[config.mk]
export PLATFORM = sky130hd
export DESIGN_NAME = tur_tape_unit
export DESIGN_NICKNAME = d
export VERILOG_FILES = /design/src/logic/tur_pkg.sv /design/src/logic/tur_tape_unit.sv
export SDC_FILE = /design/constraint.sdc
export NUM_CORES = 1
export LEC_CHECK = 0
export BUFFER_PORTS_ARGS = -buffer_cell sky130_fd_sc_hd__buf_2
export CORE_AREA = 2 2 99 101
export DETAILED_ROUTE_END_ITERATION = 8
export DIE_AREA = 0 0 101 103
export GPL_TIMING_DRIVEN = 0
export PLACE_DENSITY_LB_ADDON = 0.15
export REMOVE_ABC_BUFFERS = 1
export SYNTH_ARGS = -nofsm -noshare
export SYNTH_HDL_FRONTEND = slang
export SYNTH_SLANG_ARGS = --single-unit
[constraint.sdc]
create_clock -name clk -period 1.8 [get_ports clk]
set_input_delay 0.54 -clock clk [delete_from_list [all_inputs] [get_ports clk]]
set_output_delay 0.54 -clock clk [all_outputs]
set_load 0.02 [all_outputs]
[src/logic/tur_pkg.sv]
package tur_pkg;

  localparam int TRACK_COUNT = 8;
  localparam int DATA_TRACKS = 7;
  localparam int SPROCKET_BIT = 7;

  // Positions of the pin inputs inside the synchronised pin vector
  localparam int PIN_COUNT = 16;
  localparam int PIN_POWER_BUTTON = 0;
  localparam int PIN_VAC_LEFT = 1;
  localparam int PIN_VAC_RIGHT = 2;
  localparam int PIN_THERMAL = 3;
  localparam int PIN_LIMIT_FWD = 4;
  localparam int PIN_LIMIT_BWD = 5;
  localparam int PIN_SELECT = 6;
  localparam int PIN_REWIND = 7;
  localparam int PIN_LOCKOUT_REQ = 8;
  localparam int PIN_FORWARD = 9;
  localparam int PIN_BACKWARD = 10;
  localparam int PIN_READ = 11;
  localparam int PIN_WRITE = 12;
  localparam int PIN_BAD_FWD = 13;
  localparam int PIN_BAD_BWD = 14;
  localparam int PIN_REWIND_DONE_BIT = 15;

  // Register byte offsets
  localparam logic [7:0] CTRL_OFFSET = 8'h00;
  localparam logic [7:0] STATUS_OFFSET = 8'h04;
  localparam logic [7:0] PINS_OFFSET = 8'h08;

  // Control register fields
  localparam int CTRL_ENABLE_BIT = 0;
  localparam int CTRL_POWER_OFF_BIT = 1;
  localparam int CTRL_LOCK_CLEAR_BIT = 2;
  localparam logic [1:0] CTRL_RESET = 2'h1;

  // Status register fields
  localparam int ST_LATCH = 0;
  localparam int ST_INTERLOCK = 1;
  localparam int ST_REEL = 2;
  localparam int ST_VACUUM = 3;
  localparam int ST_REWIND = 4;
  localparam int ST_LOCKOUT = 5;
  localparam int ST_FORWARD = 6;
  localparam int ST_BACKWARD = 7;
  localparam int ST_READ = 8;
  localparam int ST_WRITE = 9;
  localparam int ST_DIR_FWD = 10;
  localparam int ST_DIR_BWD = 11;
  localparam int ST_BAD_SPOT = 12;
  localparam int STATUS_WIDTH = 13;

endpackage : tur_pkg

[src/logic/tur_tape_unit.sv]
`timescale 1ns/1ns
// Functional notes
// - A tape frame is eight tracks: seven data tracks plus one sprocket track.
// - The motor power latch sets on the power button and clears once the main interlock is on.
// - The main interlock sets from the latch when both vacuum switches and the thermal switch are closed and both limit switches are open, then holds itself.
// - The reel drive enable follows the main interlock and powers reel control and capstan.
// - The vacuum drive enable is on while either the latch or the main interlock is on.
// - Select together with the rewind command starts a rewind.
// - Select together with the rewind lockout request locks the unit against further reference.
// - Select together with the forward command drives the capstan and loops forward.
// - Select together with the backward command drives the capstan and loops backward.
// - Select together with the read command connects the heads to the read amplifiers.
// - Select together with the write command connects the heads to the write flip-flops.
// - During read or write the unit reports the tape direction on exactly one of two lines.
// - A bad spot seen by the detector of the running direction suppresses reading and recording.
module tur_tape_unit (
  input  wire logic        clk,
  input  wire logic        reset,
  // Operator and tape-path switches
  input  wire logic        powerOnButton,
  input  wire logic        loopVacLeft,
  input  wire logic        loopVacRight,
  input  wire logic        thermalOk,
  input  wire logic        limitForward,
  input  wire logic        limitBackward,
  input  wire logic        badSpotForward,
  input  wire logic        badSpotBackward,
  input  wire logic        rewindComplete,
  // Controller lines
  input  wire logic        unitSelect,
  input  wire logic        rewindCommand,
  input  wire logic        rewindLockoutRequest,
  input  wire logic        forwardCommand,
  input  wire logic        backwardCommand,
  input  wire logic        readCommand,
  input  wire logic        writeCommand,
  // Head tracks
  input  wire logic [7:0]  headReadTracks,
  input  wire logic [7:0]  writeFlipFlops,
  output logic [7:0]       readAmpTracks,
  output logic [7:0]       headWriteTracks,
  output logic             headWriteEnable,
  // Relay outputs
  output logic             motorPowerLatch,
  output logic             mainInterlock,
  output logic             reelDriveEnable,
  output logic             vacuumDriveEnable,
  output logic             rewindTrigger,
  output logic             rewindLockout,
  output logic             forwardDrive,
  output logic             backwardDrive,
  output logic             readPathConnect,
  output logic             writePathConnect,
  output logic             directionForward,
  output logic             directionBackward,
  // AHB-Lite slave
  input  wire logic        hsel,
  input  wire logic [31:0] haddr,
  input  wire logic [1:0]  htrans,
  input  wire logic        hwrite,
  input  wire logic [2:0]  hsize,
  input  wire logic [31:0] hwdata,
  input  wire logic        hready,
  output logic [31:0]      hrdata,
  output logic             hreadyout,
  output logic             hresp
);

  ////////////////////////////////////////////////////////////////////////////
  // Pin synchronisers

  logic [tur_pkg::PIN_REWIND_DONE_BIT:0] pinRaw;
  logic [tur_pkg::PIN_REWIND_DONE_BIT:0] pinMeta_q;
  logic [tur_pkg::PIN_REWIND_DONE_BIT:0] pinSync_q;
  logic [7:0]                            trackMeta_q;
  logic [7:0]                            trackSync_q;
  logic [7:0]                            wffMeta_q;
  logic [7:0]                            wffSync_q;

  assign pinRaw = {rewindComplete, badSpotBackward, badSpotForward,
                   writeCommand, readCommand, backwardCommand,
                   forwardCommand, rewindLockoutRequest, rewindCommand,
                   unitSelect, limitBackward, limitForward, thermalOk,
                   loopVacRight, loopVacLeft, powerOnButton};

  // Every switch and controller line is asynchronous to clk
  always_ff @(posedge clk) begin
    if (reset) begin
      pinMeta_q   <= '0;
      pinSync_q   <= '0;
      trackMeta_q <= '0;
      trackSync_q <= '0;
      wffMeta_q   <= '0;
      wffSync_q   <= '0;
    end else begin
      pinMeta_q   <= pinRaw;
      pinSync_q   <= pinMeta_q;
      trackMeta_q <= headReadTracks;
      trackSync_q <= trackMeta_q;
      wffMeta_q   <= writeFlipFlops;
      wffSync_q   <= wffMeta_q;
    end
  end

  wire buttonS   = pinSync_q[tur_pkg::PIN_POWER_BUTTON];
  wire vacLeftS  = pinSync_q[tur_pkg::PIN_VAC_LEFT];
  wire vacRightS = pinSync_q[tur_pkg::PIN_VAC_RIGHT];
  wire thermalS  = pinSync_q[tur_pkg::PIN_THERMAL];
  wire limFwdS   = pinSync_q[tur_pkg::PIN_LIMIT_FWD];
  wire limBwdS   = pinSync_q[tur_pkg::PIN_LIMIT_BWD];
  wire selectS   = pinSync_q[tur_pkg::PIN_SELECT];
  wire rewindS   = pinSync_q[tur_pkg::PIN_REWIND];
  wire lockReqS  = pinSync_q[tur_pkg::PIN_LOCKOUT_REQ];
  wire fwdCmdS   = pinSync_q[tur_pkg::PIN_FORWARD];
  wire bwdCmdS   = pinSync_q[tur_pkg::PIN_BACKWARD];
  wire readCmdS  = pinSync_q[tur_pkg::PIN_READ];
  wire writeCmdS = pinSync_q[tur_pkg::PIN_WRITE];
  wire badFwdS   = pinSync_q[tur_pkg::PIN_BAD_FWD];
  wire badBwdS   = pinSync_q[tur_pkg::PIN_BAD_BWD];
  wire rewDoneS  = pinSync_q[tur_pkg::PIN_REWIND_DONE_BIT];

  ////////////////////////////////////////////////////////////////////////////
  // Register bus

  logic [1:0]  ctrl_q;
  logic [7:0]  addrPhase_q;
  logic        writePhase_q;
  logic [31:0] rdata_q;
  logic        lockClear;
  logic [tur_pkg::STATUS_WIDTH-1:0] status;

  wire busTake  = hsel & hready & htrans[1];
  wire ctrlHit  = addrPhase_q == tur_pkg::CTRL_OFFSET;
  wire ctrlWr   = writePhase_q & ctrlHit;
  wire unitOn   = ctrl_q[tur_pkg::CTRL_ENABLE_BIT];
  wire powerOff = ctrl_q[tur_pkg::CTRL_POWER_OFF_BIT];
  assign lockClear = ctrlWr & hwdata[tur_pkg::CTRL_LOCK_CLEAR_BIT];

  wire [31:0] readMux =
      (haddr[7:0] == tur_pkg::CTRL_OFFSET)   ? {30'h0, ctrl_q} :
      (haddr[7:0] == tur_pkg::STATUS_OFFSET) ?
          {{(32 - tur_pkg::STATUS_WIDTH){1'b0}}, status} :
      (haddr[7:0] == tur_pkg::PINS_OFFSET)   ? {16'h0, pinSync_q} :
      32'h0;

  // Read data is captured in the address phase so hrdata is a flop
  always_ff @(posedge clk) begin
    if (reset) begin
      addrPhase_q  <= 8'h00;
      writePhase_q <= 1'b0;
      rdata_q      <= 32'h0;
    end else begin
      writePhase_q <= busTake & hwrite;
      if (busTake) begin
        addrPhase_q <= haddr[7:0];
        rdata_q     <= hwrite ? 32'h0 : readMux;
      end
    end
  end

  always_ff @(posedge clk) begin
    if (reset) begin
      ctrl_q <= tur_pkg::CTRL_RESET;
    end else if (ctrlWr) begin
      ctrl_q <= hwdata[1:0];
    end
  end

  assign hrdata    = rdata_q;
  assign hreadyout = 1'b1;
  assign hresp     = 1'b0;

  ////////////////////////////////////////////////////////////////////////////
  // Power interlock chain

  logic latch_q;
  logic interlock_q;
  logic reel_q;
  logic vacuum_q;

  // The hold path runs through the same switches, so a loop loss,
  // overheat or end of tape drops the interlock
  wire pathOk = vacLeftS & vacRightS & thermalS & ~limFwdS & ~limBwdS;
  wire interlockD = pathOk & ~powerOff & (latch_q | interlock_q);
  wire latchD = (latch_q | buttonS) & ~interlock_q & ~powerOff;

  always_ff @(posedge clk) begin
    if (reset) begin
      latch_q     <= 1'b0;
      interlock_q <= 1'b0;
      reel_q      <= 1'b0;
      vacuum_q    <= 1'b0;
    end else begin
      latch_q     <= latchD;
      interlock_q <= interlockD;
      reel_q      <= interlockD;
      vacuum_q    <= latchD | interlockD;
    end
  end

  ////////////////////////////////////////////////////////////////////////////
  // Command decode

  logic rewind_q;
  logic lockout_q;
  logic fwd_q;
  logic bwd_q;
  logic read_q;
  logic write_q;
  logic dirFwd_q;
  logic dirRep_q;
  logic bad_q;

  // A locked unit ignores its select until software releases it
  wire selected = selectS & unitOn & ~lockout_q;
  wire running  = interlock_q;
  wire rewindD  = (rewind_q & ~rewDoneS) |
                  (selected & rewindS & running);
  wire lockoutD = (selected & lockReqS) |
                  (lockout_q & ~lockClear);
  // Forward wins if both arrive; the controller must not send both
  wire fwdD   = selected & fwdCmdS & running & ~rewindD;
  wire bwdD   = selected & bwdCmdS & ~fwdCmdS & running
                & ~rewindD;
  wire readD  = selected & readCmdS;
  wire writeD = selected & writeCmdS & ~readCmdS;
  wire badD   = (fwdD & badFwdS) | (bwdD & badBwdS);
  wire dirD   = fwdD | (dirFwd_q & ~bwdD);

  always_ff @(posedge clk) begin
    if (reset) begin
      rewind_q  <= 1'b0;
      lockout_q <= 1'b0;
      fwd_q     <= 1'b0;
      bwd_q     <= 1'b0;
      read_q    <= 1'b0;
      write_q   <= 1'b0;
      dirFwd_q  <= 1'b1;
      dirRep_q  <= 1'b0;
      bad_q     <= 1'b0;
    end else begin
      rewind_q  <= rewindD;
      lockout_q <= lockoutD;
      fwd_q     <= fwdD;
      bwd_q     <= bwdD;
      read_q    <= readD;
      write_q   <= writeD;
      dirFwd_q  <= dirD;
      dirRep_q  <= readD | writeD;
      bad_q     <= badD;
    end
  end

  ////////////////////////////////////////////////////////////////////////////
  // Head track switching

  logic [7:0] readOut_q;
  logic [7:0] writeOut_q;
  logic       writeEn_q;

  wire readGate  = readD & ~badD;
  wire writeGate = writeD & ~badD;

  // Sprocket sits on its own track beside the seven data tracks
  wire [7:0] frameIn  = {trackSync_q[tur_pkg::SPROCKET_BIT],
                         trackSync_q[tur_pkg::DATA_TRACKS-1:0]};
  wire [7:0] frameOut = {wffSync_q[tur_pkg::SPROCKET_BIT],
                         wffSync_q[tur_pkg::DATA_TRACKS-1:0]};

  always_ff @(posedge clk) begin
    if (reset) begin
      readOut_q  <= 8'h00;
      writeOut_q <= 8'h00;
      writeEn_q  <= 1'b0;
    end else begin
      readOut_q  <= readGate ? frameIn : 8'h00;
      writeOut_q <= writeGate ? frameOut : 8'h00;
      writeEn_q  <= writeGate;
    end
  end

  ////////////////////////////////////////////////////////////////////////////
  // Outputs and status

  assign status = {bad_q, dirRep_q & ~dirFwd_q, dirRep_q & dirFwd_q,
                   write_q, read_q, bwd_q, fwd_q, lockout_q, rewind_q,
                   vacuum_q, reel_q, interlock_q, latch_q};

  logic dirOutF_q;
  logic dirOutB_q;

  // One line only, chosen by last direction of motion
  always_ff @(posedge clk) begin
    if (reset) begin
      dirOutF_q <= 1'b0;
      dirOutB_q <= 1'b0;
    end else begin
      dirOutF_q <= (readD | writeD) & dirD;
      dirOutB_q <= (readD | writeD) & ~dirD;
    end
  end

  assign readAmpTracks     = readOut_q;
  assign headWriteTracks   = writeOut_q;
  assign headWriteEnable   = writeEn_q;
  assign motorPowerLatch   = latch_q;
  assign mainInterlock     = interlock_q;
  assign reelDriveEnable   = reel_q;
  assign vacuumDriveEnable = vacuum_q;
  assign rewindTrigger     = rewind_q;
  assign rewindLockout     = lockout_q;
  assign forwardDrive      = fwd_q;
  assign backwardDrive     = bwd_q;
  assign readPathConnect   = read_q;
  assign writePathConnect  = write_q;
  assign directionForward  = dirOutF_q;
  assign directionBackward = dirOutB_q;

endmodule : tur_tape_unit

# Word-level counts from Yosys, hierarchy flattened
# Index checks and enable logic that the tools add are counted.
# word_totals
register_bits	138
in_bits	106
out_inout_bits	63
elab_cells	100
# classes
eq_ne	2
muxes	4
reduce_logical	4
n_bitwise	63
# ops
cell	n
2-to-1 mux 16 bit	4
bitwise AND 1 bit	39
logical NOT 8 bit	2
inverter 1 bit	16
== test 8 x 3 -> 1 bit, second input constant	1
== test 8 x 4 -> 1 bit, second input constant	1
bitwise OR 1 bit	8
OR reduction 2 bit	2

# Longest topological paths before layout
# Gate-level depths: netlist of run 1.
# depth
ltp_word	13
ltp_mapped	5
depth_no_buf	3

# Worst setup path before layout of run 1
# Ideal clock, no wire load.
# synth_timing
path_type	flip-flop to flip-flop
start	reg, netlist name reelDriveEnable
end	reg dirOutB_q, in the netlist directionBackward
synth_period_minus_slack_ps	1559
t_required_ps	1684
path_stages_with_launch	4
arrival_ps	1444
slack_ps	241
setup_time_ps	116
n_path_buf	0
cell_sequence	dfxtp_1 nand4b_4 or4b_4 and3b_1
# synth_rtl
element	line	text
to (signal assigned)	tur_tape_unit.sv:299	dirOutB_q <= (readD | writeD) & ~dirD;
to (decl)	tur_tape_unit.sv:290	logic dirOutB_q;

# Worst setup path after layout of run 1
# layout_timing
start	reg pinSync_q[9] in the netlist's numbering
end	reg writeOut_q[4], in the netlist headWriteTracks[4]
# layout_between
elab_chain_cells	10
elab_cells_between_ends	14
cone_classes	bitwise (13); reduce/logical (1)
# layout_rtl
element	line	text
from (decl)	tur_tape_unit.sv:74	logic [tur_pkg::PIN_REWIND_DONE_BIT:0] pinSync_q;
from (signal assigned)	tur_tape_unit.sv:97	pinSync_q <= pinMeta_q;
inverter 1 bit	tur_tape_unit.sv:223	wire bwdD = selected & bwdCmdS & ~fwdCmdS & running
bitwise AND 1 bit (2 in series)	tur_tape_unit.sv:223	
bitwise AND 1 bit	tur_tape_unit.sv:224	& ~rewindD;
bitwise AND 1 bit	tur_tape_unit.sv:227	wire badD = (fwdD & badFwdS) | (bwdD & badBwdS);
bitwise OR 1 bit (*)	tur_tape_unit.sv:227	
inverter 1 bit (*)	tur_tape_unit.sv:262	wire writeGate = writeD & ~badD;
bitwise AND 1 bit (*)	tur_tape_unit.sv:262	
inverter 1 bit (no source line) (*)	n/a	
OR reduction 2 bit (no source line) (*)	n/a	
to (signal assigned)	tur_tape_unit.sv:277	writeOut_q <= writeGate ? frameOut : 8'h00;
to (decl)	tur_tape_unit.sv:258	logic [7:0] writeOut_q;
# Mark *: on every way between the ends. The rest lies on a longest branch, timed or not.
# A chain may end at the register's enable or synchronous reset.

==> results.sh, run 1 <==
export IMPL_holdBufCountCts=0
export IMPL_dp_cells=562
export IMPL_period_minus_slack_ns=1.68
export IMPL_startpoint_type="register"
export IMPL_io_pin_count=169
export IMPL_pwr_share_clk_pct=52.0
export IMPL_wl_per_cell_um=12.7
export IMPL_coreArea_um2=9460
export IMPL_mostFrequentLayoutCells="121 x dfxtp_1, 92 x buf_2, 67 x nor2b_1, 25 x nand2_1, 18 x conb_1"
export IMPL_track_usage_pct=14.9
export IMPL_r2r_slack_ns=0.12
export IMPL_end_kind="register"
export IMPL_final_util_pct=54.2
export IMPL_cts_root_buffer="clkbuf_8"
export IMPL_max_cap_viol_count=0
export IMPL_syn_avg_cell_area_um2=10.8
export IMPL_first_global_vias=2404
export IMPL_ys_flop_type="dfxtp_1"
export IMPL_wl_um=7550
export IMPL_reg2reg_depth=3
export IMPL_dieHeight_um=103
export IMPL_antenna_cells=0
export IMPL_critPathMaxFanout=9
export IMPL_hold_end="trackMeta_q[7]$_SDFF_PP0_"
export IMPL_die_w_um=101
export IMPL_power_frac_comb_pct=3.8
export IMPL_cts_buffer_depth=2
export IMPL_status="completed"
export IMPL_row_count=36
export IMPL_clk_pin_slew_ns=0.06
export IMPL_switchingPower_mw=1.30
export IMPL_drive_gt1_share_pct=27.1
export IMPL_syn_cell_area_um2=4080
export IMPL_ff_latch_area_um2=2440
export IMPL_slew_viol_final=0
export IMPL_cts_made_buffers=17
export IMPL_netlist_area_leader_share_pct=59.9
export IMPL_swShare_pct=20.5
export IMPL_fmax_mhz=595
export IMPL_gp_congestion=0.842
export IMPL_die_area_um2=10400
export IMPL_viasPerCell=4.61
export IMPL_synth_edff_count=0
export IMPL_dp_hpwl_um=4960
export IMPL_num_nets_final=573
export IMPL_fin_cells=593
export IMPL_r2r_start="pinSync_q[9]$_SDFF_PP0_"
export IMPL_fill_cells=876
export IMPL_start_util_pct=43.1
export IMPL_grt_first_pass_wirelength_um=11600
export IMPL_hold_violations=0
export IMPL_hp_class="in -> reg"
export IMPL_worstSetupPathType="reg -> reg"
export IMPL_post_route_period_util_pct=93.4
export IMPL_drc=0
export IMPL_finalSetupViolations=0
export IMPL_synth_area_leaders="dfxtp_1 60%, nor2b_1 10%, buf_4 3.7%"
export IMPL_clock_sink_count=122
export IMPL_antenna_found_initial=0
export IMPL_vias=2733
export IMPL_power_leakage_nw=2.15
export IMPL_ir_drop_mv=0.480
export IMPL_ant_nets=0
export IMPL_syn_to_final_growth_pct=25.7
export IMPL_drt_pass1_iterations=4
export IMPL_critPathSlowestCell="a2111oi_4"
export IMPL_final_common_cell="dfxtp_1"
export IMPL_rsz0062_at_grt="false"
export IMPL_ys_warn_count=0
export IMPL_cp_startpoint="pinSync_q[9]$_SDFF_PP0_"
export IMPL_grt_max_degree=102
export IMPL_synth_seq_cells=122
export IMPL_cp_arrival_ns=2.04
export IMPL_clock_latency_ns=0.51
export IMPL_path_cells="nand3b_1 > a2111oi_4 > nor3b_1"
export IMPL_max_stage_delay_ns=0.73
export IMPL_ys_types=38
export IMPL_syn_inst=377
export IMPL_intPower_mw=5.05
export IMPL_cts_tree="yes"
export IMPL_relSlewSlack_pct=39.5
export IMPL_async_flop_share_pct=0
export IMPL_ys_seq_area_share_pct=59.9
export IMPL_cp_required_ns=2.16
export IMPL_crit_buf_inv=0
export IMPL_htree_levels=4
export IMPL_hp_start="headReadTracks[7]"
export IMPL_power_frac_seq_pct=44.2
export IMPL_holdPathStages=2
export IMPL_portBuffers=93
export IMPL_cp_top_family="compound AO/OA/AOI/OAI gates"
export IMPL_multiInputGateArea_um2=1450
export IMPL_setup_tns_ns=0
export IMPL_skew_ns=0.00763
export IMPL_r2r_end="headWriteTracks[4]$_SDFF_PP0_"
export IMPL_grt_overflow=0
export IMPL_worstMarginPinSlew_ns=0.905
export IMPL_p_per_area_nw_per_um2=1240
export IMPL_yosys_area_top_type="dfxtp_1"
export IMPL_drt_initial_drc_count=88
[cells by family after synthesis]
logic type	count (synthesis)	synth area share, %
muxes	4	0.981
and+or+nand+nor	155	23.9
DFF	122	59.9
AOI/OAI and AO/OA	49	9.02
buffers and inverters	45	6.04
other	2	0.184
[sequential cells by signal, summed over array words and instances (netlist names), 2 cells and up]
| name | cells |
|---|---|
| addrPhase_q | 8 |
| ctrl_q | 2 |
| frameIn | 8 |
| frameOut | 8 |
| headWriteTracks | 8 |
| hrdata | 16 |
| pinMeta_q | 16 |
| pinSync_q | 16 |
| readAmpTracks | 8 |
| trackMeta_q | 8 |
| wffMeta_q | 8 |
[through the flow]
| step | setup slack, ns | hold slack, ns | instance area [µm²] | total power [mW] |
|---|---|---|---|---|
| 2_1_floorplan | 0.101 | 0.414 | 3920 | 2.99 |
| 3_3_place_gp | -0.933 | 0.417 | 4530 | 3.11 |
| 3_5_place_dp | -0.458 | 0.420 | 4530 | 3.11 |
| 4_1_cts | 0.0885 | 0.202 | 5120 | 6.44 |
| 5_1_grt | 0.0442 | 0.210 | 5130 | 6.60 |
| 6_report | 0.118 | 0.237 | 5130 | 6.35 |
[per-layer routing]
metal / global-route usage [%] / vias to the layer above / share of wire [%]
met5: 0 / - / 0
met4: 8.11 / 0 / 0.93
met3: 5.63 / 4 / 5.9
met2: 21.4 / 84 / 45
met1: 19.2 / 1220 / 48
li1: - / 1425 / -
[worst max path at each step]
stage | endpoint | slack, ns | depth (start not counted)
floorplan | directionBackward$_SDFF_PP0_ | 0.10 | 3
global placement | headWriteTracks[7]$_SDFF_PP0_ | -0.93 | 4
detailed placement | headWriteTracks[4]$_SDFF_PP0_ | -0.46 | 4
CTS | mainInterlock | 0.09 | 1
global route | headWriteTracks[4]$_SDFF_PP0_ | 0.04 | 3
finish | headWriteTracks[4]$_SDFF_PP0_ | 0.12 | 3
[cells in the mapped netlist (all sizes together) (3+ instances only)]
library cell and number:
dfxtp 122, a22oi 9, buf 21, nor2b 67, nor3b 17, nand2b 3
nand3b 16, nor4 5, nand2 25, nor2 7, o31ai 11, nand4b 3
inv 7, mux2i 4, clkbuf 17, o21ai 7, a21oi 11
[cell type report]
cell class / instances / share of cell area [%]
Inverter: 7 / 0.512
Tap cell: 114 / 2.78
Timing Repair Buffer: 93 / 9.20
Clock inverter: 11 / 2.86
Multi-Input combinational cell: 226 / 28.3
Sequential cell: 122 / 47.7
Clock buffer: 20 / 8.69
[repair_timing]
action	CTS	global route
cloned	0	0
resized for setup	1	1
setup buffers	0	0
setup endpoints to repair	2	3
pin swaps	0	0
[power by group through the flow]
stage	clock network [mW]	logic, mW	registers [mW]
2_1_floorplan	0	0.132	2.86
3_3_place_gp	0	0.243	2.87
3_5_place_dp	0	0.245	2.87
4_1_cts	3.38	0.245	2.81
5_1_grt	3.51	0.270	2.82
6_report	3.30	0.244	2.81
No activity file was read; power rests on OpenSTA's default activity.
==> run 2, diff against run 1 <==
--- a/config.mk
+++ b/config.mk
@@ -6,10 +6,9 @@
 export NUM_CORES = 1
 export LEC_CHECK = 0
 export BUFFER_PORTS_ARGS = -buffer_cell sky130_fd_sc_hd__buf_2
-export CORE_AREA = 2 2 99 101
+export CORE_AREA = 2 2 104 96
 export DETAILED_ROUTE_END_ITERATION = 8
-export DIE_AREA = 0 0 101 103
-export GPL_TIMING_DRIVEN = 0
+export DIE_AREA = 0 0 106 98
 export PLACE_DENSITY_LB_ADDON = 0.15
 export REMOVE_ABC_BUFFERS = 1
 export SYNTH_ARGS = -nofsm -noshare
==> results.sh, run 2 (synthesis results as in run 1) <==
export IMPL_cts_root_buffer="clkbuf_8"
export IMPL_ir_drop_mv=0.785
export IMPL_worstMarginPinSlew_ns=0.598
export IMPL_period_minus_slack_ns=1.71
export IMPL_worstSetupPathType="reg -> out"
export IMPL_p_per_area_nw_per_um2=1230
export IMPL_startpoint_type="register"
export IMPL_post_route_period_util_pct=95.2
export IMPL_htree_levels=4
export IMPL_cts_tree="yes"
export IMPL_holdPathStages=2
export IMPL_fmax_mhz=584
export IMPL_rsz0062_at_grt="false"
export IMPL_drt_initial_drc_count=95
export IMPL_reg2reg_depth=3
export IMPL_holdWs_ns=0.237
export IMPL_critPathMaxFanout=7
export IMPL_num_nets_final=587
export IMPL_drc=0
export IMPL_crit_buf_inv=2
export IMPL_layout_setup_ws_ns=0.0863
export IMPL_die_area_um2=10400
export IMPL_status="completed"
export IMPL_slew_viol_final=0
export IMPL_clk_pin_slew_ns=0.06
export IMPL_io_pin_count=169
export IMPL_cp_top_family="flip-flops"
export IMPL_end_kind="output pin"
export IMPL_grt_first_pass_wirelength_um=12600
export IMPL_vias=2837
export IMPL_coreArea_um2=9400
export IMPL_hold_violations=0
export IMPL_wl_per_cell_um=12.5
export IMPL_power_leakage_nw=2.23
export IMPL_track_usage_pct=15.7
export IMPL_wl_um=7760
export IMPL_post_cts_setup_buffer_count=0
export IMPL_first_global_vias=2643
export IMPL_dp_hpwl_um=5460
export IMPL_crit_cells=2
export IMPL_gp_congestion=0.783
export IMPL_pre_cts_ws_ns=0.0347
export IMPL_dieHeight_um=98
export IMPL_antenna_found_initial=0
export IMPL_path_cells="buf_4 > buf_2"
export IMPL_critPathSlowestCell="dfxtp_2"
export IMPL_skew_ns=0.00992
export IMPL_die_w_um=106
export IMPL_start_util_pct=43.4
export IMPL_syn_to_final_growth_pct=29.1
export IMPL_row_count=34
export IMPL_drive_gt1_share_pct=29.6
export IMPL_cts_made_buffers=17
export IMPL_clock_sink_count=122
export IMPL_ant_nets=0
export IMPL_finalSetupViolations=0
export IMPL_max_cap_viol_count=0
export IMPL_grt_max_degree=37
export IMPL_cp_arrival_ns=1.17
export IMPL_clock_latency_ns=0.51
export IMPL_portBuffers=93
export IMPL_mostFrequentLayoutCells="121 x dfxtp_1, 92 x buf_2, 67 x nor2b_1, 25 x nand2_1, 18 x conb_1"
export IMPL_max_stage_delay_ns=0.35
export IMPL_cp_required_ns=1.26
export IMPL_grt_overflow=0
export IMPL_final_common_cell="dfxtp_1"
export IMPL_antenna_cells=0
export IMPL_cts_buffer_depth=2
export IMPL_viasPerCell=4.58
export IMPL_setup_tns_ns=0
export IMPL_hp_class="in -> reg"
export IMPL_relSlewSlack_pct=60.0
export IMPL_drt_pass1_iterations=4
run 2: final timing paths:
path                         startpoint                     endpoint  slack, ns
max          reelDriveEnable$_SDFF_PP0_              reelDriveEnable       0.09
min                   headReadTracks[2]    trackMeta_q[2]$_SDFF_PP0_       0.24
max reg2reg     pinSync_q[9]$_SDFF_PP0_  readAmpTracks[0]$_SDFF_PP0_       0.19
min reg2reg   trackMeta_q[4]$_SDFF_PP0_        frameIn[4]$_SDFF_PP0_       0.43
run 2: layer usage:
layer	GRT usage [%]	up-vias	wire length [µm]
met4	6.98	0	147
li1	-	1452	-
met2	24.9	88	3440
met5	0	-	0
met1	19.6	1281	3750
met3	5.21	16	434
run 2: timing repair:
item                       4_1_cts  5_1_grt
hold endpoints to repair         0        0
setup endpoints to repair        0        2
resized for setup                0        1
hold buffers                     0        0
run 2: final cells by class:
| class | instances | area [µm²] |
|---|---|---|
| fillers | 870 | 4140 |
| flip-flops and latches | 122 | 2440 |
| multi-input cells | 226 | 1450 |
| repair buffers | 107 | 573 |
| clock buffers | 18 | 428 |
| clock inverters | 14 | 186 |
| well taps | 126 | 158 |
| inverters | 7 | 26.3 |
run 2: worst reg2reg max path, stage by stage, from the launching register on:
cell       delay [ns]
dfxtp_1          0.36
nand3b_1         0.30
a2111oi_4        0.67
nor3b_1          0.14
run 2: through the flow:
stage | instances | instance area, µm² | power, mW | utilization (%)
6_report | 620 | 5270 | 6.50 | 56.0
5_1_grt | 620 | 5270 | 6.73 | 56.0
4_1_cts | 620 | 5270 | 6.57 | 56.0
3_5_place_dp | 588 | 4650 | 3.13 | 49.5
3_3_place_gp | 588 | 4650 | 3.12 | 49.5
2_1_floorplan | 355 | 3920 | 2.99 | -
run 2: power by group:
group | switching [mW] | total [mW] | internal, mW
logic | 0.143 | 0.263 | 0.120
registers | 0.0293 | 2.81 | 2.78
clock network | 1.25 | 3.43 | 2.18
